## src/include/uar_pkg.sv

```systemverilog
// Shared constants and helpers for the serial receive recovery link
package uar_pkg;

	// Sample states per bit
	localparam logic [4:0]  SAMP_NORMAL       = 5'h10;
	localparam logic [4:0]  SAMP_DOUBLE       = 5'h08;
	// First voting sample per mode
	localparam logic [4:0]  VOTE_FIRST_NORMAL = 5'h08;
	localparam logic [4:0]  VOTE_FIRST_DOUBLE = 5'h04;
	localparam logic [4:0]  VOTE_MID_OFS      = 5'h01;
	localparam logic [4:0]  VOTE_LAST_OFS     = 5'h02;
	localparam logic [4:0]  HOLD_END_OFS      = 5'h03;
	localparam logic [4:0]  SAMP_FIRST        = 5'h01;
	// Character size codes
	localparam logic [2:0]  CSZ_NINE          = 3'h7;
	localparam logic [3:0]  DATA_BITS_MIN     = 4'h5;
	localparam logic [3:0]  DATA_BITS_NINE    = 4'h9;
	localparam logic [3:0]  DATA_BITS_DEFAULT = 4'h8;
	// Reset values
	localparam logic        LINE_IDLE         = 1'b1;
	localparam logic [11:0] BAUD_DIV_DEFAULT  = 12'h004;
	// Receive buffer shape: {frame error, ninth bit, data byte}
	localparam int          FIFO_WIDTH        = 10;
	localparam int          FIFO_DEPTH        = 8;
	localparam int          FE_POS            = 9;
	localparam int          NINTH_POS         = 8;

	// Data bits for a character size code; reserved codes act as 8
	function automatic logic [3:0] uar_data_bits(input logic [2:0] csz);
		if (csz == CSZ_NINE) begin
			return DATA_BITS_NINE;
		end else if (csz[2] == 1'b0) begin
			return DATA_BITS_MIN + {2'h0, csz[1:0]};
		end
		return DATA_BITS_DEFAULT;
	endfunction

	// Two of three wins
	function automatic logic uar_majority(input logic a, input logic b, input logic c);
		return (a & b) | (a & c) | (b & c);
	endfunction

	// Frame LSB first: start, data, first stop, optional second stop; {len, bits}
	function automatic logic [15:0] uar_frame(input logic [8:0] data, input logic [2:0] csz,
		input logic first_stop, input logic two_stop);
		logic [11:0] vec;
		logic [3:0]  nd;
		logic [3:0]  len;
		vec = 12'hFFF;
		nd = uar_data_bits(csz);
		vec[0] = 1'b0;
		for (int i = 0; i < 9; i++) begin
			if (4'(i) < nd) begin
				vec[i + 1] = data[i];
			end
		end
		vec[nd + 4'h1] = first_stop;
		len = nd + 4'h2 + {3'h0, two_stop};
		return {len, vec};
	endfunction

endpackage

```

## src/include/uar_link_if.sv

```systemverilog
// Serial line from the remote transmitter to the receiving device
`timescale 1ns/10ps
`default_nettype none
interface uar_link_if;
	logic serial_receive_pin;
	modport device (input serial_receive_pin);
	modport remote (output serial_receive_pin);
endinterface
`default_nettype wire

```

## src/logic/uar_rx_device.sv

```systemverilog
// Receive data recovery with address filter, buffer and local transmitter
// Contract
// - 16 or 8 sample states per bit
// - Three centre samples majority decide bit
// - Receive through first stop bit only
// - Zero first stop sets frame error
// - Next start right after stop vote at normal speed; double speed holds to sample 7 first
// - First vote sample 8 or 4
// - Middle vote sample 9 or 5
// - Far transmitter keeps half rate tolerance
// - Filter drops non-address frames from buffer
// - Transmitter ignores filter bit
// - Frame type from stop or ninth
// - Filtered address frame stored as normal
// - Master uses 9-bit, ninth marks address; remote sender also marks short frames in the first stop bit
// - Slave software manages filter bit
// - Short frames need two stop bits
// - One size setting for both directions
// - No read-modify-write on filter bit
// - Double speed halves samples per bit
// - Writing one clears transmit complete
`timescale 1ns/10ps
`default_nettype none

module uar_fifo #(
	parameter int WIDTH = uar_pkg::FIFO_WIDTH,
	parameter int DEPTH = uar_pkg::FIFO_DEPTH
) (
	// Clock and reset
	input  wire logic             clk_in,
	input  wire logic             nrst_in,
	// Fill side
	input  wire logic             in_valid_in,
	input  wire logic [WIDTH-1:0] in_data_in,
	output logic                  in_ready_out,
	// Drain side
	output logic                  out_valid_out,
	output logic [WIDTH-1:0]      out_data_out,
	input  wire logic             out_ready_in
);
	localparam int PW = (DEPTH > 1) ? $clog2(DEPTH) : 1;
	localparam int CW = $clog2(DEPTH + 1);

	logic [WIDTH-1:0] mem_q [DEPTH];
	logic [PW-1:0]    wr_ptr_q;
	logic [PW-1:0]    rd_ptr_q;
	logic [CW-1:0]    cnt_q;
	logic             push;
	logic             pop;

	function automatic logic [PW-1:0] ptr_next(input logic [PW-1:0] p);
		return (p == PW'(DEPTH - 1)) ? '0 : p + 1'b1;
	endfunction

	assign in_ready_out = (cnt_q != CW'(DEPTH));
	assign push = in_valid_in && in_ready_out;
	// Output word is a register, so the array feeds it one word ahead
	assign pop = (cnt_q != '0) && (!out_valid_out || out_ready_in);

	always_ff @(posedge clk_in) begin
		if (push) begin
			mem_q[wr_ptr_q] <= in_data_in;
		end
	end

	always_ff @(posedge clk_in or negedge nrst_in) begin
		if (!nrst_in) begin
			wr_ptr_q <= '0;
			rd_ptr_q <= '0;
			cnt_q    <= '0;
		end else begin
			if (push) begin
				wr_ptr_q <= ptr_next(wr_ptr_q);
			end
			if (pop) begin
				rd_ptr_q <= ptr_next(rd_ptr_q);
			end
			cnt_q <= cnt_q + CW'(push) - CW'(pop);
		end
	end

	always_ff @(posedge clk_in or negedge nrst_in) begin
		if (!nrst_in) begin
			out_valid_out <= 1'b0;
			out_data_out  <= '0;
		end else if (pop) begin
			out_valid_out <= 1'b1;
			out_data_out  <= mem_q[rd_ptr_q];
		end else if (out_ready_in) begin
			// Empty head reads zero so no stale flags linger
			out_valid_out <= 1'b0;
			out_data_out  <= '0;
		end
	end
endmodule // uar_fifo

module uar_rx_device (
	// Clock and reset
	input  wire logic        clk_in,
	input  wire logic        nrst_in,
	// Serial link
	uar_link_if.device       link,
	// Configuration
	input  wire logic        double_speed_select_in,
	input  wire logic        multiproc_filter_enable_in,
	input  wire logic        two_stop_bit_select_in,
	input  wire logic [2:0]  character_size_code_in,
	input  wire logic [11:0] baud_divider_value_in,
	// Received frames
	output logic [7:0]       rx_data_out,
	output logic             receive_ninth_bit_out,
	output logic             frame_error_flag_out,
	output logic             rx_valid_out,
	input  wire logic        rx_ready_in,
	output logic             rx_overrun_out,
	// Transmit side
	input  wire logic [7:0]  tx_data_in,
	input  wire logic        transmit_ninth_bit_in,
	input  wire logic        tx_valid_in,
	output logic             tx_ready_out,
	output logic             serial_transmit_pin_out,
	output logic             transmit_complete_flag_out,
	input  wire logic        transmit_complete_clear_in
);
	typedef enum logic [1:0] {RX_IDLE, RX_START, RX_BITS, RX_HOLD} uar_rx_state_e;
	typedef enum logic {TX_IDLE, TX_SEND} uar_tx_state_e;

	logic [11:0]   div_q;
	logic          tick_q;
	uar_rx_state_e rx_state_q;
	logic [4:0]    rx_samp_q;
	logic [3:0]    rx_idx_q;
	logic [1:0]    rx_vote_q;
	logic [8:0]    rx_shift_q;
	logic          push_valid_q;
	logic [9:0]    push_data_q;
	logic          fifo_ready;
	logic [9:0]    fifo_word;
	uar_tx_state_e tx_state_q;
	logic [11:0]   tx_vec_q;
	logic [3:0]    tx_left_q;
	logic [4:0]    tx_samp_q;

	logic          line;
	logic          nine;
	logic [3:0]    nbits;
	logic [4:0]    samples_per_bit;
	logic [4:0]    vote_first;
	logic [4:0]    vote_mid;
	logic [4:0]    vote_last;
	logic [4:0]    hold_end;
	logic          voted;
	logic          at_last_vote;
	logic          end_of_bit;
	logic          is_stop;
	logic          frame_type;
	logic          frame_done;
	logic          keep_frame;
	logic [15:0]   tx_frame;
	logic          tx_accept;
	logic          tx_bit_end;
	logic          tx_done;

	assign line  = link.serial_receive_pin;
	assign nine  = (character_size_code_in == uar_pkg::CSZ_NINE);
	assign nbits = uar_pkg::uar_data_bits(character_size_code_in);
	assign samples_per_bit = double_speed_select_in ? uar_pkg::SAMP_DOUBLE
		: uar_pkg::SAMP_NORMAL;
	assign vote_first = double_speed_select_in ? uar_pkg::VOTE_FIRST_DOUBLE
		: uar_pkg::VOTE_FIRST_NORMAL;
	assign vote_mid  = vote_first + uar_pkg::VOTE_MID_OFS;
	assign vote_last = vote_first + uar_pkg::VOTE_LAST_OFS;
	assign hold_end  = vote_first + uar_pkg::HOLD_END_OFS;
	assign voted = uar_pkg::uar_majority(rx_vote_q[1], rx_vote_q[0], line);
	assign at_last_vote = tick_q && (rx_samp_q == vote_last);
	assign end_of_bit   = tick_q && (rx_samp_q == samples_per_bit);
	assign is_stop    = (rx_idx_q == nbits);
	assign frame_done = (rx_state_q == RX_BITS) && at_last_vote && is_stop;
	assign frame_type = nine ? rx_shift_q[8] : voted;
	assign keep_frame = !multiproc_filter_enable_in || frame_type;

	// Sample rate tick; one divider serves both directions
	always_ff @(posedge clk_in or negedge nrst_in) begin
		if (!nrst_in) begin
			div_q  <= 12'h000;
			tick_q <= 1'b0;
		end else begin
			tick_q <= (div_q == 12'h000);
			div_q  <= (div_q == 12'h000) ? baud_divider_value_in : div_q - 12'h001;
		end
	end

	// Sample numbering and centre captures
	always_ff @(posedge clk_in or negedge nrst_in) begin
		if (!nrst_in) begin
			rx_samp_q <= uar_pkg::SAMP_FIRST;
			rx_vote_q <= 2'h3;
		end else if (tick_q) begin
			// realign at start; first low sample is 1
			if (rx_state_q == RX_IDLE) begin
				rx_samp_q <= line ? uar_pkg::SAMP_FIRST : uar_pkg::SAMP_FIRST + 5'h01;
			end else if (end_of_bit) begin
				rx_samp_q <= uar_pkg::SAMP_FIRST;
			end else begin
				rx_samp_q <= rx_samp_q + 5'h01;
			end
			if (rx_samp_q == vote_first) begin
				rx_vote_q[1] <= line;
			end
			if (rx_samp_q == vote_mid) begin
				rx_vote_q[0] <= line;
			end
		end
	end

	always_ff @(posedge clk_in or negedge nrst_in) begin
		if (!nrst_in) begin
			rx_state_q <= RX_IDLE;
			rx_idx_q   <= 4'h0;
			rx_shift_q <= 9'h000;
		end else if (tick_q) begin
			case (rx_state_q)
				RX_IDLE: begin
					if (!line) begin
						rx_state_q <= RX_START;
					end
				end
				RX_START: begin
					// Majority high means a noise spike, not a start bit
					if (at_last_vote && voted) begin
						rx_state_q <= RX_IDLE;
					end else if (end_of_bit) begin
						rx_state_q <= RX_BITS;
						rx_idx_q   <= 4'h0;
						rx_shift_q <= 9'h000;
					end
				end
				RX_BITS: begin
					if (frame_done) begin
						rx_state_q <= double_speed_select_in ? RX_HOLD : RX_IDLE;
					end else if (at_last_vote) begin
						rx_shift_q[rx_idx_q] <= voted;
					end else if (end_of_bit) begin
						rx_idx_q <= rx_idx_q + 4'h1;
					end
				end
				default: begin
					if (rx_samp_q == hold_end) begin
						rx_state_q <= RX_IDLE;
					end
				end
			endcase
		end
	end

	// Frames that find the buffer full are lost, flagged by overrun
	always_ff @(posedge clk_in or negedge nrst_in) begin
		if (!nrst_in) begin
			push_valid_q   <= 1'b0;
			push_data_q    <= 10'h000;
			rx_overrun_out <= 1'b0;
		end else begin
			push_valid_q <= frame_done && keep_frame;
			if (frame_done) begin
				push_data_q <= {!voted, nine & rx_shift_q[8], rx_shift_q[7:0]};
			end
			if (push_valid_q) begin
				rx_overrun_out <= !fifo_ready;
			end
		end
	end

	uar_fifo #(
		.WIDTH (uar_pkg::FIFO_WIDTH),
		.DEPTH (uar_pkg::FIFO_DEPTH)
	) u_fifo (
		.clk_in        (clk_in),
		.nrst_in       (nrst_in),
		.in_valid_in   (push_valid_q),
		.in_data_in    (push_data_q),
		.in_ready_out  (fifo_ready),
		.out_valid_out (rx_valid_out),
		.out_data_out  (fifo_word),
		.out_ready_in  (rx_ready_in)
	);

	assign rx_data_out           = fifo_word[7:0];
	assign receive_ninth_bit_out = fifo_word[uar_pkg::NINTH_POS];
	assign frame_error_flag_out  = fifo_word[uar_pkg::FE_POS];

	assign tx_frame = uar_pkg::uar_frame({transmit_ninth_bit_in, tx_data_in},
		character_size_code_in, 1'b1, two_stop_bit_select_in);
	assign tx_accept  = (tx_state_q == TX_IDLE) && tx_valid_in && tx_ready_out;
	assign tx_bit_end = tick_q && (tx_samp_q == samples_per_bit);
	assign tx_done    = (tx_state_q == TX_SEND) && tx_bit_end && (tx_left_q == 4'h1);

	always_ff @(posedge clk_in or negedge nrst_in) begin
		if (!nrst_in) begin
			tx_state_q              <= TX_IDLE;
			tx_vec_q                <= 12'hFFF;
			tx_left_q               <= 4'h0;
			tx_samp_q               <= 5'h00;
			tx_ready_out            <= 1'b0;
			serial_transmit_pin_out <= uar_pkg::LINE_IDLE;
		end else if (tx_state_q == TX_IDLE) begin
			tx_ready_out <= !tx_accept;
			if (tx_accept) begin
				tx_state_q              <= TX_SEND;
				tx_vec_q                <= tx_frame[11:0];
				tx_left_q               <= tx_frame[15:12];
				tx_samp_q               <= 5'h00;
				serial_transmit_pin_out <= tx_frame[0];
			end
		end else if (tx_bit_end) begin
			tx_samp_q <= uar_pkg::SAMP_FIRST;
			tx_left_q <= tx_left_q - 4'h1;
			tx_vec_q  <= {1'b1, tx_vec_q[11:1]};
			serial_transmit_pin_out <= tx_done ? uar_pkg::LINE_IDLE : tx_vec_q[1];
			if (tx_done) begin
				tx_state_q   <= TX_IDLE;
				tx_ready_out <= 1'b1;
			end
		end else if (tick_q) begin
			tx_samp_q <= tx_samp_q + 5'h01;
		end
	end

	always_ff @(posedge clk_in or negedge nrst_in) begin
		if (!nrst_in) begin
			transmit_complete_flag_out <= 1'b0;
		end else if (tx_done) begin
			transmit_complete_flag_out <= 1'b1;
		end else if (transmit_complete_clear_in) begin
			transmit_complete_flag_out <= 1'b0;
		end
	end
endmodule // uar_rx_device

`default_nettype wire

```

## src/flat_wrapper.sv

```systemverilog
// flat-port wrapper written by rule: the top's interface ports become plain ports
module uar_rx_device_flat 
  (clk_in, nrst_in, double_speed_select_in, multiproc_filter_enable_in, two_stop_bit_select_in, character_size_code_in, baud_divider_value_in, rx_data_out, receive_ninth_bit_out, frame_error_flag_out, rx_valid_out, rx_ready_in, rx_overrun_out, tx_data_in, transmit_ninth_bit_in, tx_valid_in, tx_ready_out, serial_transmit_pin_out, transmit_complete_flag_out, transmit_complete_clear_in, link_serial_receive_pin);
  uar_link_if link_i ();
  input  wire logic clk_in;
  input  wire logic nrst_in;
  input  wire logic double_speed_select_in;
  input  wire logic multiproc_filter_enable_in;
  input  wire logic two_stop_bit_select_in;
  input  wire logic [2:0] character_size_code_in;
  input  wire logic [11:0] baud_divider_value_in;
  output logic [7:0] rx_data_out;
  output logic receive_ninth_bit_out;
  output logic frame_error_flag_out;
  output logic rx_valid_out;
  input  wire logic rx_ready_in;
  output logic rx_overrun_out;
  input  wire logic [7:0] tx_data_in;
  input  wire logic transmit_ninth_bit_in;
  input  wire logic tx_valid_in;
  output logic tx_ready_out;
  output logic serial_transmit_pin_out;
  output logic transmit_complete_flag_out;
  input  wire logic transmit_complete_clear_in;
  input wire logic [$bits(link_i.serial_receive_pin)-1:0] link_serial_receive_pin;
  assign link_i.serial_receive_pin = link_serial_receive_pin;
  uar_rx_device u_core (.clk_in(clk_in), .nrst_in(nrst_in), .link(link_i), .double_speed_select_in(double_speed_select_in), .multiproc_filter_enable_in(multiproc_filter_enable_in), .two_stop_bit_select_in(two_stop_bit_select_in), .character_size_code_in(character_size_code_in), .baud_divider_value_in(baud_divider_value_in), .rx_data_out(rx_data_out), .receive_ninth_bit_out(receive_ninth_bit_out), .frame_error_flag_out(frame_error_flag_out), .rx_valid_out(rx_valid_out), .rx_ready_in(rx_ready_in), .rx_overrun_out(rx_overrun_out), .tx_data_in(tx_data_in), .transmit_ninth_bit_in(transmit_ninth_bit_in), .tx_valid_in(tx_valid_in), .tx_ready_out(tx_ready_out), .serial_transmit_pin_out(serial_transmit_pin_out), .transmit_complete_flag_out(transmit_complete_flag_out), .transmit_complete_clear_in(transmit_complete_clear_in));
endmodule
```

## config.mk

```make
export PLATFORM = sky130hd
export DESIGN_NAME = uar_rx_device_flat
export DESIGN_NICKNAME = d
export VERILOG_FILES = /design/src/include/uar_pkg.sv /design/src/include/uar_link_if.sv /design/src/logic/uar_rx_device.sv /design/src/flat_wrapper.sv
export SDC_FILE = /design/constraint.sdc
export NUM_CORES = 1
export LEC_CHECK = 0
export ABC_AREA = 0
export BUFFER_PORTS_ARGS = -buffer_cell sky130_fd_sc_hd__buf_4
export CAP_MARGIN = 10
export CORE_UTILIZATION = 33
export CTS_CLUSTER_SIZE = 24
export DETAILED_ROUTE_END_ITERATION = 8
export GPL_ROUTABILITY_DRIVEN = 0
export GPL_TIMING_DRIVEN = 0
export RECOVER_POWER = 100
export SYNTH_ARGS = -nofsm -noshare
export SYNTH_HDL_FRONTEND = slang
export SYNTH_SLANG_ARGS = --single-unit
export TNS_END_PERCENT = 1
```

## constraint.sdc

```tcl
create_clock -name clk_in -period 2.6 [get_ports clk_in]
set_input_delay 0.52 -clock clk_in [delete_from_list [all_inputs] [get_ports clk_in]]
set_output_delay 0.52 -clock clk_in [all_outputs]
set_load 0.01 [all_outputs]
```

==> metrics.txt <==
# nets final 749; FF/Latch Area approximately 4700 µm²; fmax between 0.4 and 0.5 GHz; Async SR Flop Fraction between 50 and 60%; net switching share of the total power 27.6%; sequential fraction of the synthesis area approximately three fifths; status finished clean; antenna violations before repair 0; CTS H-tree depth 4; Die H between 150 and 200 µm; HPWL Detailed about 10000 µm; Site Rows 55; post-synth net total 678; worst skew pair latency 430 ps; most common cell after layout, fill and taps aside edfxtp_1; flops & latches, synth 170; pwr/cell area 757 nW/µm²; crit path max fanout 10; Crit. End Element register; total of max-cap violations 0; Final Skew 10.0 ps; Psw around 0.0019 W; placed cell count ~1000; Die W about 160 µm; Hold Crit Class in -> reg; clock power share between 30% and 40%; Setup Viol. Count Final 0; clock-pin slew on the worst setup and hold paths roughly 70 ps; Avg Inst Size Synth between 10 and 15 µm²; final cell count without fillers roughly 1000; Port Buf Inserts between 40 and 50; CP Data Arrival Time about 2800 ps; routed vias/inst a little under 5; worst endpoint required time roughly 3000 ps; synthesized area roughly 8000 µm²; largest family of logic cells by synthesized area simple AND/OR/NAND/NOR gates; post-synthesis mux area share 10.3%; initial core utilization 34.0%; Lkg Pwr 3.36 nW; Total GRT Usage 13.8%; Pre-antenna DRT Iters 4; Detail Route Antenna Nets 0; DR WL/cell between 15 and 20 µm; TritonCTS Buffers 17; overall routed net length approximately 15000 µm; Setup CP Type reg -> reg; Cell variety after synth 55; period utilization ~93%; clock root buffer clkbuf_16; most frequent cells in the layout edfxtp_1, dfrtp_1, nand2_1; layout cell share with drive strength beyond 1 a little under a fifth; area grow syn2layout 17.5%; hold_ws approximately 270 ps; Iteration-0 DRC Markers between 200 and 250; Internal ~0.0050 W; Layout fillers between 2000 and 2500; fin util ~40%; Post-Synth Adder-Cell Area roughly 5.4%; Clock Path Buffers 2; grt ovf 0; fin crit period about 2400 ps; Worst setup SP type register; Fin. Hold Viols 0; pins over their slew limit 0; vias in the first global route just over 5000; Comb pwr share between 10% and 20%; total number of vias 4916; ys flop type edfxtp_1; Worst Max-Slew Pin Slew 1140 ps; core area 22900 µm²; Multi-input gate area just under 3000 µm²; Ys Warns 0; XOR/XNOR Fraction of Synth Area approximately 2.2%; Compound-Gate Fraction of Synth Area under 10%; Design Power roughly 0.0069 W; EDFF count, synth 80; first-pass GRT wire length around 26000 µm; largest net degree at the start of global routing ~90; Max VDD drop 0.429 mV; # diodes 0; Die Area 24200 µm²; DRC viols 0; post-synthesis cell count between 600 and 700; Slew HR a little under a quarter; io pins 48; Seq pwr share a little under half; Synth Area in Simple Gates 11.6%; unrepaired setup endpoints after global routing false; clock tree from TritonCTS yes; CTS sink cnt between 150 and 200
-- cell type report --
| type | count | area share (%) |
|---|---|---|
| clock inverter | 14 | 1.93 |
| sequential | 170 | 51.0 |
| clock buffer | 18 | 4.92 |
| buffer | 21 | 0.929 |
| tap | 313 | 4.28 |
| timing repair buffer | 53 | 3.61 |
| inverter | 32 | 1.31 |
| multi-input combinational | 389 | 32.0 |
-- sequential cells by signal (all words and copies together) (netlist names), 2 cells and up --
name,flops
u_core.push_data_q,10
u_core.u_fifo.rd_ptr_q,3
u_core.u_fifo.wr_ptr_q,3
u_core.tx_samp_q,5
u_core.u_fifo.mem_q,80
u_core.rx_state_q,2
u_core.tx_left_q,4
u_core.tx_vec_q,9
u_core.rx_vote_q,2
u_core.div_q,12
u_core.rx_idx_q,4
u_core.rx_samp_q,5
u_core.rx_shift_q,9
u_core.u_fifo.out_data_out,10
u_core.u_fifo.cnt_q,4
-- worst paths after layout --
kind | from | end | slack (ps) | cells past startpoint
max | u_core.rx_samp_q[4] | u_core.rx_shift_q[7] | 170 | 7
min | transmit_complete_clear_in | u_core.transmit_complete_flag_out | 270 | 2
min in group asynchronous | nrst_in | u_core.u_fifo.cnt_q[1] | 830 | 2
min reg2reg | u_core.tx_vec_q[7] | u_core.tx_vec_q[7] | 480 | 2
max in group asynchronous | nrst_in | u_core.tx_samp_q[4] | 540 | 3
max reg2reg | u_core.rx_samp_q[4] | u_core.rx_shift_q[7] | 170 | 7
-- worst max-delay path, cell delays in order (launching register included) --
cell and delay, ps:
dfrtp_1 450, or3b_1 420, a211oi_4 410, o21ai_2 120, a311oi_4 350, clkbuf_2 280
a41oi_1 140, o22ai_1 170
-- cells in the mapped netlist, types with 15 or more instances --
library cell / number / share of area, %
mux2i_1: 23 / 3.0
ha_1: 31 / 5.0
nor2_1: 27 / 1.3
nand2_1: 72 / 3.5
nand3_1: 19 / 1.2
mux4_2: 20 / 5.8
inv_1: 31 / 1.5
nand3b_1: 15 / 1.4
a21oi_1: 19 / 1.2
dfrtp_1: 77 / 25
edfxtp_1: 80 / 31
o21ai_0: 45 / 2.9
-- cells by family after synthesis --
family	after synthesis
DFF	170
AOI/OAI and AO/OA	99
adders and majority gates	33
muxes	54
and+or+nand+nor	183
xor gates and xnor gates	20
buffers and inverters	54
-- power groups by stage --
stage | combinational (W) | sequential, W | clock [W]
after floorplan | 0.000752 | 0.00323 | 0
after global placement | 0.00111 | 0.00322 | 0
after detailed placement | 0.00114 | 0.00323 | 0
after CTS | 0.00114 | 0.00318 | 0.00275
after global routing | 0.00124 | 0.00320 | 0.00286
final | 0.00107 | 0.00317 | 0.00269
-- metal layers --
| layer | global-route usage (%) | share of wire, % | vias to the layer above |
|---|---|---|---|
| li1 | - | - | 2375 |
| met1 | 16.8 | 45 | 2443 |
| met2 | 24.1 | 50 | 81 |
| met3 | 2.64 | 3.1 | 17 |
| met4 | 5.04 | 1.2 | 0 |
| met5 | 0 | 0 | - |
-- through the flow --
step	instance area (µm²)	setup WS [ps]	TNS [ps]
after floorplan	7800	55.4	0
after global placement	8530	-789	-22010
after detailed placement	8610	-564	-3300
after CTS	9240	-51.6	-942
after global routing	9160	14.3	0
final	9160	173	0
-- repair_timing --
| action | CTS | global route |
|---|---|---|
| setup endpoints to repair | 24 | 37 |
| resized for setup | 1 | 7 |
| setup buffers | 0 | 0 |
| gates cloned | 0 | 0 |
| endpoints found under the hold margin | 0 | 20 |
| hold buffers | 0 | 1 |
Power figures use the tool's default switching activity.
